==> src/rtl/stm_map.svh <==
// register map, field positions, codes and reset values of the standard timer
// assumes: included by the package and the bench, by bare name
`ifndef STM_MAP_SVH
`define STM_MAP_SVH

// register port widths and counter width
`define STM_ADDR_W      3
`define STM_DATA_W      8
`define STM_CNT_W       10

// register offsets
`define STM_OFS_CTRL0   3'h0
`define STM_OFS_CTRL1   3'h1
`define STM_OFS_CNT_LO  3'h2
`define STM_OFS_CNT_HI  3'h3
`define STM_OFS_CMPA_LO 3'h4
`define STM_OFS_CMPA_HI 3'h5
`define STM_OFS_FLAGS   3'h6

// timer_control_zero fields
`define STM_C0_ON       3
`define STM_C0_P_HI     2
`define STM_C0_P_LO     0

// timer_control_one fields
`define STM_C1_MODE_HI  7
`define STM_C1_MODE_LO  6
`define STM_C1_IO_HI    5
`define STM_C1_IO_LO    4
`define STM_C1_OC       3
`define STM_C1_POL      2
`define STM_C1_DPX      1
`define STM_C1_CCLR     0

// flag register fields
`define STM_FL_A        0
`define STM_FL_P        1

// pin action codes
`define STM_IO_NONE     2'b00
`define STM_IO_LOW      2'b01
`define STM_IO_HIGH     2'b10
`define STM_IO_TOGGLE   2'b11
`define STM_IO_PWM      2'b10
`define STM_IO_PULSE    2'b11

// counting constants
`define STM_CNT_ZERO    10'h000
`define STM_CNT_ONE     10'h001
`define STM_P_ZERO      3'h0
`define STM_P_LSB       7'h00
`define STM_FULL_SPAN   11'h400
`define STM_SPAN_ONE    11'h001
`define STM_RST_BYTE    8'h00

`endif

==> src/rtl/stm_pkg.sv <==
// types and shared arithmetic of the standard timer
// assumes: stm_map.svh is on the include path
package stm_pkg;
  `include "stm_map.svh"

  typedef enum logic [1:0] {
    MODE_COMPARE = 2'b00,
    MODE_CAPTURE = 2'b01,
    MODE_PWM     = 2'b10,
    MODE_TIMER   = 2'b11
  } tm_mode_t;

  typedef struct packed {
    logic s1;
    logic s2;
    logic s3;
    logic lvl;
  } sync_state_t;

  typedef struct packed {
    logic                   on;
    logic                   on_d;
    logic [2:0]             cmpp;
    tm_mode_t               mode;
    logic [1:0]             io;
    logic                   oc;
    logic                   pol;
    logic                   dpx;
    logic                   cclr;
    logic [`STM_CNT_W-1:0]  cmpa;
    logic [`STM_CNT_W-1:0]  cnt;
    logic                   flag_a;
    logic                   flag_p;
    logic                   lvl;
    logic                   pin;
    logic                   oe;
    logic [`STM_DATA_W-1:0] rdata;
  } tm_state_t;

  // span of the 3-bit compare-P setting in clocks
  function automatic logic [10:0] p_span(input logic [2:0] p);
    p_span = (p == `STM_P_ZERO) ? `STM_FULL_SPAN : {1'b0, p, `STM_P_LSB};
  endfunction : p_span

endpackage : stm_pkg

==> src/rtl/stm_edge_sync.sv <==
// three-stage synchroniser for the external trigger pin with rising-edge pulse
// assumes: pin is asynchronous to i_clk; output pulse lasts one enabled cycle
`timescale 1ns/1ps
`default_nettype none
module stm_edge_sync
  import stm_pkg::*;
(
  // clock and reset
  input  wire logic i_clk,
  input  wire logic i_rst_b,
  input  wire logic i_ce,
  // pin and event
  input  wire logic i_pin,
  output logic      o_rise
);

  sync_state_t st_r;
  sync_state_t st_nxt;

  always_comb begin
    st_nxt    = st_r;
    st_nxt.s1 = i_pin;
    st_nxt.s2 = st_r.s1;
    st_nxt.s3 = st_r.s2;
    // level moves only once stages two and three agree
    if (st_r.s2 == st_r.s3) begin
      st_nxt.lvl = st_r.s3;
    end
  end

  always_ff @(posedge i_clk or negedge i_rst_b) begin
    if (!i_rst_b) begin
      st_r <= '0;
    end else if (i_ce) begin
      st_r <= st_nxt;
    end
  end

  assign o_rise = i_ce && (st_r.s2 == st_r.s3) && st_r.s3 && !st_r.lvl;

endmodule : stm_edge_sync
`default_nettype wire

==> src/rtl/stm_match_unit.sv <==
// comparators A and P plus edge-aligned pwm period and duty decode
// assumes: counter and compare values come from flops on the same clock
`timescale 1ns/1ps
`default_nettype none
module stm_match_unit
  import stm_pkg::*;
(
  // counter and settings
  input  wire logic [`STM_CNT_W-1:0] i_cnt,
  input  wire logic [`STM_CNT_W-1:0] i_cmpa,
  input  wire logic [2:0]            i_cmpp,
  input  wire logic                  i_dpx,
  // compare results
  output logic                       o_match_a,
  output logic                       o_match_p,
  output logic                       o_pwm_wrap,
  output logic                       o_pwm_active,
  output logic                       o_pwm_full
);

  logic [10:0] period;
  logic [10:0] duty;
  logic [10:0] cnt_w;

  always_comb begin
    cnt_w        = {1'b0, i_cnt};
    period       = i_dpx ? {1'b0, i_cmpa} : p_span(i_cmpp);  // RULE12 RULE13
    duty         = i_dpx ? p_span(i_cmpp) : {1'b0, i_cmpa};  // RULE12 RULE13
    // zero compare-A never matches, so the counter runs to 3ff
    o_match_a    = (i_cmpa != `STM_CNT_ZERO) && (i_cnt == i_cmpa);  // RULE6
    // compare-P only meets counter bits 9..7, at multiples of 128
    o_match_p    = (i_cmpp != `STM_P_ZERO) && (i_cnt == {i_cmpp, `STM_P_LSB});  // RULE22
    o_pwm_wrap   = (cnt_w == (period - `STM_SPAN_ONE));  // RULE17
    o_pwm_full   = (duty >= period);  // RULE14
    o_pwm_active = o_pwm_full || (cnt_w < duty);  // RULE14
  end

endmodule : stm_match_unit
`default_nettype wire

==> src/rtl/stm_timer.sv <==
// 10-bit standard timer: compare match, timer, pwm and single pulse modes
// assumes: counter clock is I_CLK gated by I_CE; register port is synchronous
// Operation
// RULE1: counter readable, bits 9..8 high, rest zero
// RULE2: compare-A ten bits read/write, resets zero
// RULE3: mode 00 compare output, clear per select
// RULE4: select low: clear on P, both flags
// RULE5: select high: clear on A, only A flag
// RULE6: zero compare-A overflows, no A flag
// RULE7: software keeps compare-A nonzero in compare mode
// RULE8: pin moves only on A match flag
// RULE9: counter-on rise loads initial pin level
// RULE10: mode 11 counts like compare, pin unused
// RULE11: software selects pwm by mode and action
// RULE12: swap clear: period from P, duty A
// RULE13: swap set: period from A, duty P
// RULE14: duty at least period gives full duty
// RULE15: pwm raises both A and P flags; only the duty-side flag sets here
// RULE16: actions 00/01 force pin, pwm runs
// RULE17: pwm clear comes from period comparator only
// RULE18: mode 10 action 11 single pulse
// RULE19: trigger pin edge sets counter-on
// RULE20: pulse ends by software or A match
// RULE21: single pulse counter zeroed only on start
// RULE22: compare-P meets counter bits 9..7
// RULE23: rise clears counter, fall keeps value
// RULE24: action 01 low, 10 high, 11 toggle
// RULE25: invert bit flips pin, not timer mode
//
// Chosen here: the plain strobed port and the placing of the registers.
`timescale 1ns/1ps
`default_nettype none
module stm_timer
  import stm_pkg::*;
(
  // clock, reset, enable
  input  wire logic                   I_CLK,
  input  wire logic                   I_RST_B,
  input  wire logic                   I_CE,
  // register port
  input  wire logic [`STM_ADDR_W-1:0] I_ADDR,
  input  wire logic [`STM_DATA_W-1:0] I_WDATA,
  input  wire logic                   I_WR,
  input  wire logic                   I_RD,
  output logic      [`STM_DATA_W-1:0] O_RDATA,
  // pins
  input  wire logic                   I_EXT_CLK,
  output logic                        O_TM_OUT,
  output logic                        O_TM_OE,
  // flag levels
  output logic                        O_FLAG_A,
  output logic                        O_FLAG_P
);

  tm_state_t st_r;
  tm_state_t st_nxt;

  logic ext_rise;
  logic match_a;
  logic match_p;
  logic pwm_wrap;
  logic pwm_active;
  logic pwm_full;
  logic on_rise;
  logic single;
  logic set_a;
  logic set_p;
  logic clr_a;
  logic clr_p;
  logic wr_c0;
  logic active;

  stm_edge_sync u_sync (
    .i_clk   (I_CLK),
    .i_rst_b (I_RST_B),
    .i_ce    (I_CE),
    .i_pin   (I_EXT_CLK),
    .o_rise  (ext_rise)
  );

  stm_match_unit u_match (
    .i_cnt        (st_r.cnt),
    .i_cmpa       (st_r.cmpa),
    .i_cmpp       (st_r.cmpp),
    .i_dpx        (st_r.dpx),
    .o_match_a    (match_a),
    .o_match_p    (match_p),
    .o_pwm_wrap   (pwm_wrap),
    .o_pwm_active (pwm_active),
    .o_pwm_full   (pwm_full)
  );

  // register read mux
  function automatic logic [`STM_DATA_W-1:0] read_mux(input tm_state_t s,
                                                      input logic [`STM_ADDR_W-1:0] a);
    logic [`STM_DATA_W-1:0] d;
    d = `STM_RST_BYTE;
    case (a)
      `STM_OFS_CTRL0: begin
        d[`STM_C0_ON]                  = s.on;
        d[`STM_C0_P_HI:`STM_C0_P_LO]   = s.cmpp;
      end
      `STM_OFS_CTRL1: begin
        d[`STM_C1_MODE_HI:`STM_C1_MODE_LO] = s.mode;
        d[`STM_C1_IO_HI:`STM_C1_IO_LO]     = s.io;
        d[`STM_C1_OC]                      = s.oc;
        d[`STM_C1_POL]                     = s.pol;
        d[`STM_C1_DPX]                     = s.dpx;
        d[`STM_C1_CCLR]                    = s.cclr;
      end
      `STM_OFS_CNT_LO:  d = s.cnt[7:0];  // RULE1
      `STM_OFS_CNT_HI:  d[1:0] = s.cnt[9:8];  // RULE1
      `STM_OFS_CMPA_LO: d = s.cmpa[7:0];  // RULE2
      `STM_OFS_CMPA_HI: d[1:0] = s.cmpa[9:8];  // RULE2
      `STM_OFS_FLAGS: begin
        d[`STM_FL_A] = s.flag_a;
        d[`STM_FL_P] = s.flag_p;
      end
      default: d = `STM_RST_BYTE;
    endcase
    read_mux = d;
  endfunction : read_mux

  always_comb begin
    st_nxt  = st_r;
    on_rise = st_r.on && !st_r.on_d;
    single  = (st_r.mode == MODE_PWM) && (st_r.io == `STM_IO_PULSE);  // RULE18
    set_a   = 1'b0;
    set_p   = 1'b0;
    active  = 1'b0;
    wr_c0   = I_WR && (I_ADDR == `STM_OFS_CTRL0);
    clr_a   = I_WR && (I_ADDR == `STM_OFS_FLAGS) && I_WDATA[`STM_FL_A];
    clr_p   = I_WR && (I_ADDR == `STM_OFS_FLAGS) && I_WDATA[`STM_FL_P];

    st_nxt.on_d  = st_r.on;
    st_nxt.rdata = I_RD ? read_mux(st_r, I_ADDR) : `STM_RST_BYTE;

    // register writes
    if (wr_c0) begin
      st_nxt.on   = I_WDATA[`STM_C0_ON];
      st_nxt.cmpp = I_WDATA[`STM_C0_P_HI:`STM_C0_P_LO];
    end
    if (I_WR && (I_ADDR == `STM_OFS_CTRL1)) begin
      st_nxt.mode = tm_mode_t'(I_WDATA[`STM_C1_MODE_HI:`STM_C1_MODE_LO]);
      st_nxt.io   = I_WDATA[`STM_C1_IO_HI:`STM_C1_IO_LO];
      st_nxt.oc   = I_WDATA[`STM_C1_OC];
      st_nxt.pol  = I_WDATA[`STM_C1_POL];
      st_nxt.dpx  = I_WDATA[`STM_C1_DPX];
      st_nxt.cclr = I_WDATA[`STM_C1_CCLR];
    end
    if (I_WR && (I_ADDR == `STM_OFS_CMPA_LO)) begin
      st_nxt.cmpa[7:0] = I_WDATA;  // RULE2
    end
    if (I_WR && (I_ADDR == `STM_OFS_CMPA_HI)) begin
      st_nxt.cmpa[9:8] = I_WDATA[1:0];  // RULE2
    end

    // trigger pin starts the pulse like a software write
    if (single && ext_rise && !st_r.on) begin
      st_nxt.on = 1'b1;  // RULE19
    end

    // counter
    if (on_rise) begin
      st_nxt.cnt = `STM_CNT_ZERO;  // RULE23 RULE21
      if (st_r.mode == MODE_COMPARE) begin
        st_nxt.lvl = st_r.oc;  // RULE9
      end
    end else if (st_r.on) begin
      case (st_r.mode)
        MODE_COMPARE, MODE_TIMER: begin
          // overflow wraps 3ff to zero on its own
          if (st_r.cclr) begin
            st_nxt.cnt = match_a ? `STM_CNT_ZERO : st_r.cnt + `STM_CNT_ONE;  // RULE5 RULE3
            set_a      = match_a;  // RULE5
          end else begin
            st_nxt.cnt = match_p ? `STM_CNT_ZERO : st_r.cnt + `STM_CNT_ONE;  // RULE4 RULE3
            set_a      = match_a;  // RULE4
            set_p      = match_p;  // RULE4
          end
          // pin follows only the A flag
          if (set_a && (st_r.mode == MODE_COMPARE)) begin
            case (st_r.io)
              `STM_IO_LOW:    st_nxt.lvl = 1'b0;  // RULE24 RULE8
              `STM_IO_HIGH:   st_nxt.lvl = 1'b1;  // RULE24 RULE8
              `STM_IO_TOGGLE: st_nxt.lvl = !st_r.lvl;  // RULE24 RULE8
              default:        st_nxt.lvl = st_r.lvl;  // RULE8
            endcase
          end
        end
        MODE_PWM: begin
          if (single) begin
            // counter free-runs; only a new start zeroes it
            st_nxt.cnt = st_r.cnt + `STM_CNT_ONE;  // RULE21
            if (match_a) begin
              set_a     = 1'b1;  // RULE20
              st_nxt.on = 1'b0;  // RULE20
            end
          end else begin
            st_nxt.cnt = pwm_wrap ? `STM_CNT_ZERO : st_r.cnt + `STM_CNT_ONE;  // RULE17
            set_a      = match_a;  // RULE15
            set_p      = match_p;  // RULE15
          end
        end
        default: begin
          // capture input is not built: counter runs, cleared by P
          st_nxt.cnt = match_p ? `STM_CNT_ZERO : st_r.cnt + `STM_CNT_ONE;
          set_p      = match_p;
        end
      endcase
    end

    // sticky flags, a new event wins over a clear
    st_nxt.flag_a = (st_r.flag_a && !clr_a) || set_a;
    st_nxt.flag_p = (st_r.flag_p && !clr_p) || set_p;

    // output pin
    case (st_r.mode)
      MODE_COMPARE: begin
        st_nxt.oe  = 1'b1;
        st_nxt.pin = st_nxt.lvl ^ st_r.pol;  // RULE25
      end
      MODE_PWM: begin
        st_nxt.oe = 1'b1;
        if (single) begin
          active = st_nxt.on;  // RULE18 RULE20
        end else begin
          case (st_r.io)
            `STM_IO_NONE: active = 1'b0;  // RULE16
            `STM_IO_LOW:  active = 1'b1;  // RULE16
            default:      active = pwm_active;  // RULE12 RULE13 RULE14
          endcase
        end
        // oc selects active-high, invert flips the whole waveform
        st_nxt.pin = (active ? st_r.oc : !st_r.oc) ^ st_r.pol;  // RULE16 RULE25
      end
      default: begin
        st_nxt.oe  = 1'b0;  // RULE10
        st_nxt.pin = 1'b0;  // RULE10
      end
    endcase
  end

  always_ff @(posedge I_CLK or negedge I_RST_B) begin
    if (!I_RST_B) begin
      st_r <= '0;
    end else if (I_CE) begin
      st_r <= st_nxt;
    end
  end

  assign O_RDATA  = st_r.rdata;
  assign O_TM_OUT = st_r.pin;
  assign O_TM_OE  = st_r.oe;
  assign O_FLAG_A = st_r.flag_a;
  assign O_FLAG_P = st_r.flag_p;
endmodule : stm_timer
`default_nettype wire

==> config.mk <==
export PLATFORM = sky130hd
export DESIGN_NAME = stm_timer
export DESIGN_NICKNAME = d
export VERILOG_FILES = /design/src/rtl/stm_pkg.sv /design/src/rtl/stm_edge_sync.sv /design/src/rtl/stm_match_unit.sv /design/src/rtl/stm_timer.sv
export VERILOG_INCLUDE_DIRS = /design/src /design/src/rtl
export SDC_FILE = /design/constraint.sdc
export NUM_CORES = 1
export LEC_CHECK = 0
export BUFFER_PORTS_ARGS = -buffer_cell sky130_fd_sc_hd__buf_4
export CAP_MARGIN = 20
export CORE_UTILIZATION = 53
export DETAILED_ROUTE_END_ITERATION = 8
export HOLD_SLACK_MARGIN = 0.06
export PLACE_DENSITY_LB_ADDON = 0.15
export SETUP_SLACK_MARGIN = 0.1
export SYNTH_ARGS = -nofsm -noshare
export SYNTH_HDL_FRONTEND = slang
export SYNTH_SLANG_ARGS = --single-unit
==> constraint.sdc <==
create_clock -name I_CLK -period 4.6 [get_ports I_CLK]
set_input_delay 0.23 -clock I_CLK [delete_from_list [all_inputs] [get_ports I_CLK]]
set_output_delay 0.23 -clock I_CLK [all_outputs]
set_load 0.02 [all_outputs]
==> flow_metrics.env <==
export IMPL_status="complete, no violations"
export IMPL_drt_wirelength_per_cell_um=19.2
export IMPL_fin_skew_ns=0.00384
export IMPL_fin_crit_sh_pct=71.6
export IMPL_worstHoldPathType="in -> reg"
export IMPL_cts_sinks=50
export IMPL_io_buffers=28
export IMPL_cp_max_fo=13
export IMPL_grt_remaining_overflow=0
export IMPL_drt_initial_drc_count=371
export IMPL_cts_buffer_depth=2
export IMPL_worstSetupPathType="reg -> reg"
export IMPL_hold_viol=0
export IMPL_worstPathRequired_ns=4.79
export IMPL_fin_setup_tns_ns=0
export IMPL_power_total_w=0.00186
export IMPL_die_x_um=87.9
export IMPL_regToRegSetupSlack_ns=1.31
export IMPL_rsz0062_at_grt="no"
export IMPL_cap_violations=0
export IMPL_critPathLaunchType="register"
export IMPL_initial_core_util_pct=56.4
export IMPL_dpl_cell_area_mm2=0.00403
export IMPL_leakagePower_nw=1.76
export IMPL_routed_via_density=6.42
export IMPL_die_area_mm2=0.00773
export IMPL_synth_area_mm2=0.00391
export IMPL_cts_buffers=5
export IMPL_hold_ws_ns=0.135
export IMPL_dr_total_vias=3433
export IMPL_grt_pass1_vias=3133
export IMPL_cts_clk_slew_worst_paths_ns=0.10
export IMPL_ys_types=68
export IMPL_detail_route_antenna_nets=0
export IMPL_synth_avg_cell_area_um2=8.74
export IMPL_clock_latency_ns=0.31
export IMPL_crit_arrival_ns=3.48
export IMPL_stdcell_area_mm2=0.00418
export IMPL_nets=471
export IMPL_ys_seq_area_share_pct=32.0
export IMPL_io_pins=29
export IMPL_antenna_found_initial=0
export IMPL_diodes=0
export IMPL_irDropWorstVdd_mv=0.241
export IMPL_grt_usage_pct=28.4
export IMPL_period_minus_slack_ns=3.29
export IMPL_final_cells=535
export IMPL_dpl_cell_count=526
export IMPL_htreeDepth=2
export IMPL_powerDensity_mw_per_mm2=446
export IMPL_grt_start_max_net_pins=51
export IMPL_setup_violations_final=0
export IMPL_synth_fp_nets=481
export IMPL_finalWeightedCongestion=0.927
export IMPL_ys_flop_type="dfrtp_1"
export IMPL_area_growth_synth_to_final_pct=6.71
export IMPL_max_slew_margin_pct=43.0
export IMPL_wl_um=10300
export IMPL_clock_root_buffer="clkbuf_8"
export IMPL_async_reset_ff_share_pct=100
export IMPL_drv_slew=0
export IMPL_cts_tree="done"
export IMPL_row_count=30
export IMPL_fmax_mhz=304
export IMPL_coreArea_mm2=0.00694
export IMPL_hpwl_um=7260
export IMPL_drc=0
export IMPL_drive_above_1_share_pct=16.2
export IMPL_dr_pass1_iters=6
export IMPL_synth_cells=448
export IMPL_end_kind="register"
export IMPL_die_y_um=87.9
export IMPL_post_cts_resized=0
export IMPL_worstMarginPinSlew_ns=0.852
export IMPL_postCtsSetupRepairBufs=0
export IMPL_ys_ff_latch=50
export IMPL_synth_warnings=0
export IMPL_postCtsHoldBufs=1
export IMPL_synth_edf_count=0
export IMPL_grt_pass1_wl_um=16800
where the power goes:
group / internal, W / switching [W] / total, W
registers: 0.000520 / 0.000216 / 0.000735
clock network: 0.000218 / 0.000160 / 0.000378
logic: 0.000357 / 0.000392 / 0.000749
kinds of logic after synthesis:
logic type	after synthesis	synth area share, %
buffers and inverters	61	7.03
adder cells (fa/ha/maj)	16	5.12
multiplexers	31	8.66
AND/OR/NAND/NOR	142	18.8
AO/OA/AOI/OAI	124	23.1
flip-flops	50	32.0
XOR/XNOR	24	5.37
registers in the layout, summed over array words and instances (netlist names):
signal	flops
st_r	33
O_RDATA	8
u_sync.st_nxt	2
u_sync.st_r	2
O_FLAG_A	1
O_FLAG_P	1
O_TM_OE	1
O_TM_OUT	1
st_nxt	1
per-stage QoR:
stage | utilization [%] | setup slack [ns]
3_5_place_dp | 58.0 | 1.35
2_1_floorplan | - | 1.37
6_report | 60.1 | 1.31
3_3_place_gp | 58.0 | 1.45
4_1_cts | 60.1 | 1.33
5_1_grt | 60.1 | 1.05
layer usage:
| layer | global-route usage, % | vias to the layer above | part of all wire [%] | routed length (um) |
|---|---|---|---|---|
| met5 | 0 | - | 0 | 0 |
| met4 | 7.00 | 0 | 1.1 | 116 |
| met3 | 5.28 | 18 | 8.1 | 832 |
| met2 | 43.1 | 158 | 44 | 4560 |
| met1 | 41.5 | 1647 | 46 | 4740 |
| li1 | - | 1610 | - | - |
Yosys cell counts, drive strengths merged, types with 12 or more instances:
cell	instances	share of area, %
xor2	13	2.9
nand2	41	3.9
clkbuf	31	3.0
o21ai	27	3.5
buf	16	2.7
inv	14	1.3
nor2	24	2.3
nand3	12	1.5
dfrtp	50	32
o2bb2ai	14	3.1
ha	16	5.1
a21oi	20	2.6
mux2	23	6.6
layout make-up:
cell class                      instances  area (um^2)
Clock buffer                            5         68.8
Clock inverter                          3         68.8
Fill cell                             614         2770
Inverter                               14         52.6
Multi-Input combinational cell        337         2390
Sequential cell                        50         1250
Tap cell                               96          120
Timing Repair Buffer                   30          228
cell usage in the layout (no fill, tap or decap), types with 12 or more instances in the layout:
master / Yosys / final
mux2_2: 23 / 23
inv_1: 14 / 14
o2bb2ai_1: 14 / 14
buf_4: 9 / 29
nand2_1: 41 / 41
dfrtp_1: 50 / 50
xor2_1: 13 / 13
nand3_1: 12 / 12
a21oi_1: 20 / 20
nor2_1: 24 / 24
ha_1: 16 / 16
o21ai_0: 25 / 25
worst paths after layout:
kind | cells past startpoint | end | start
worst max-delay path | 10 | st_r[13] | st_r[23]
worst min-delay path | 3 | st_r[39] | I_WDATA[6]
worst max register to register | 10 | st_r[13] | st_r[23]
worst min register to register | 1 | O_RDATA[6] | O_RDATA[6]
max in group asynchronous | 2 | st_r[30] | I_RST_B
min in group asynchronous | 2 | st_r[19] | I_RST_B
critical path, stage by stage (launching register included):
cell and delay (ns):
dfrtp_1 0.56, nand2_1 0.15, ha_1 0.40, or4b_2 0.62
o211ai_1 0.13, xnor2_1 0.15, o311a_1 0.20, o2111ai_1 0.13
o21ai_2 0.39, or2_1 0.33, o21ai_0 0.11
Note: power is estimated with default switching activity, not from simulation.
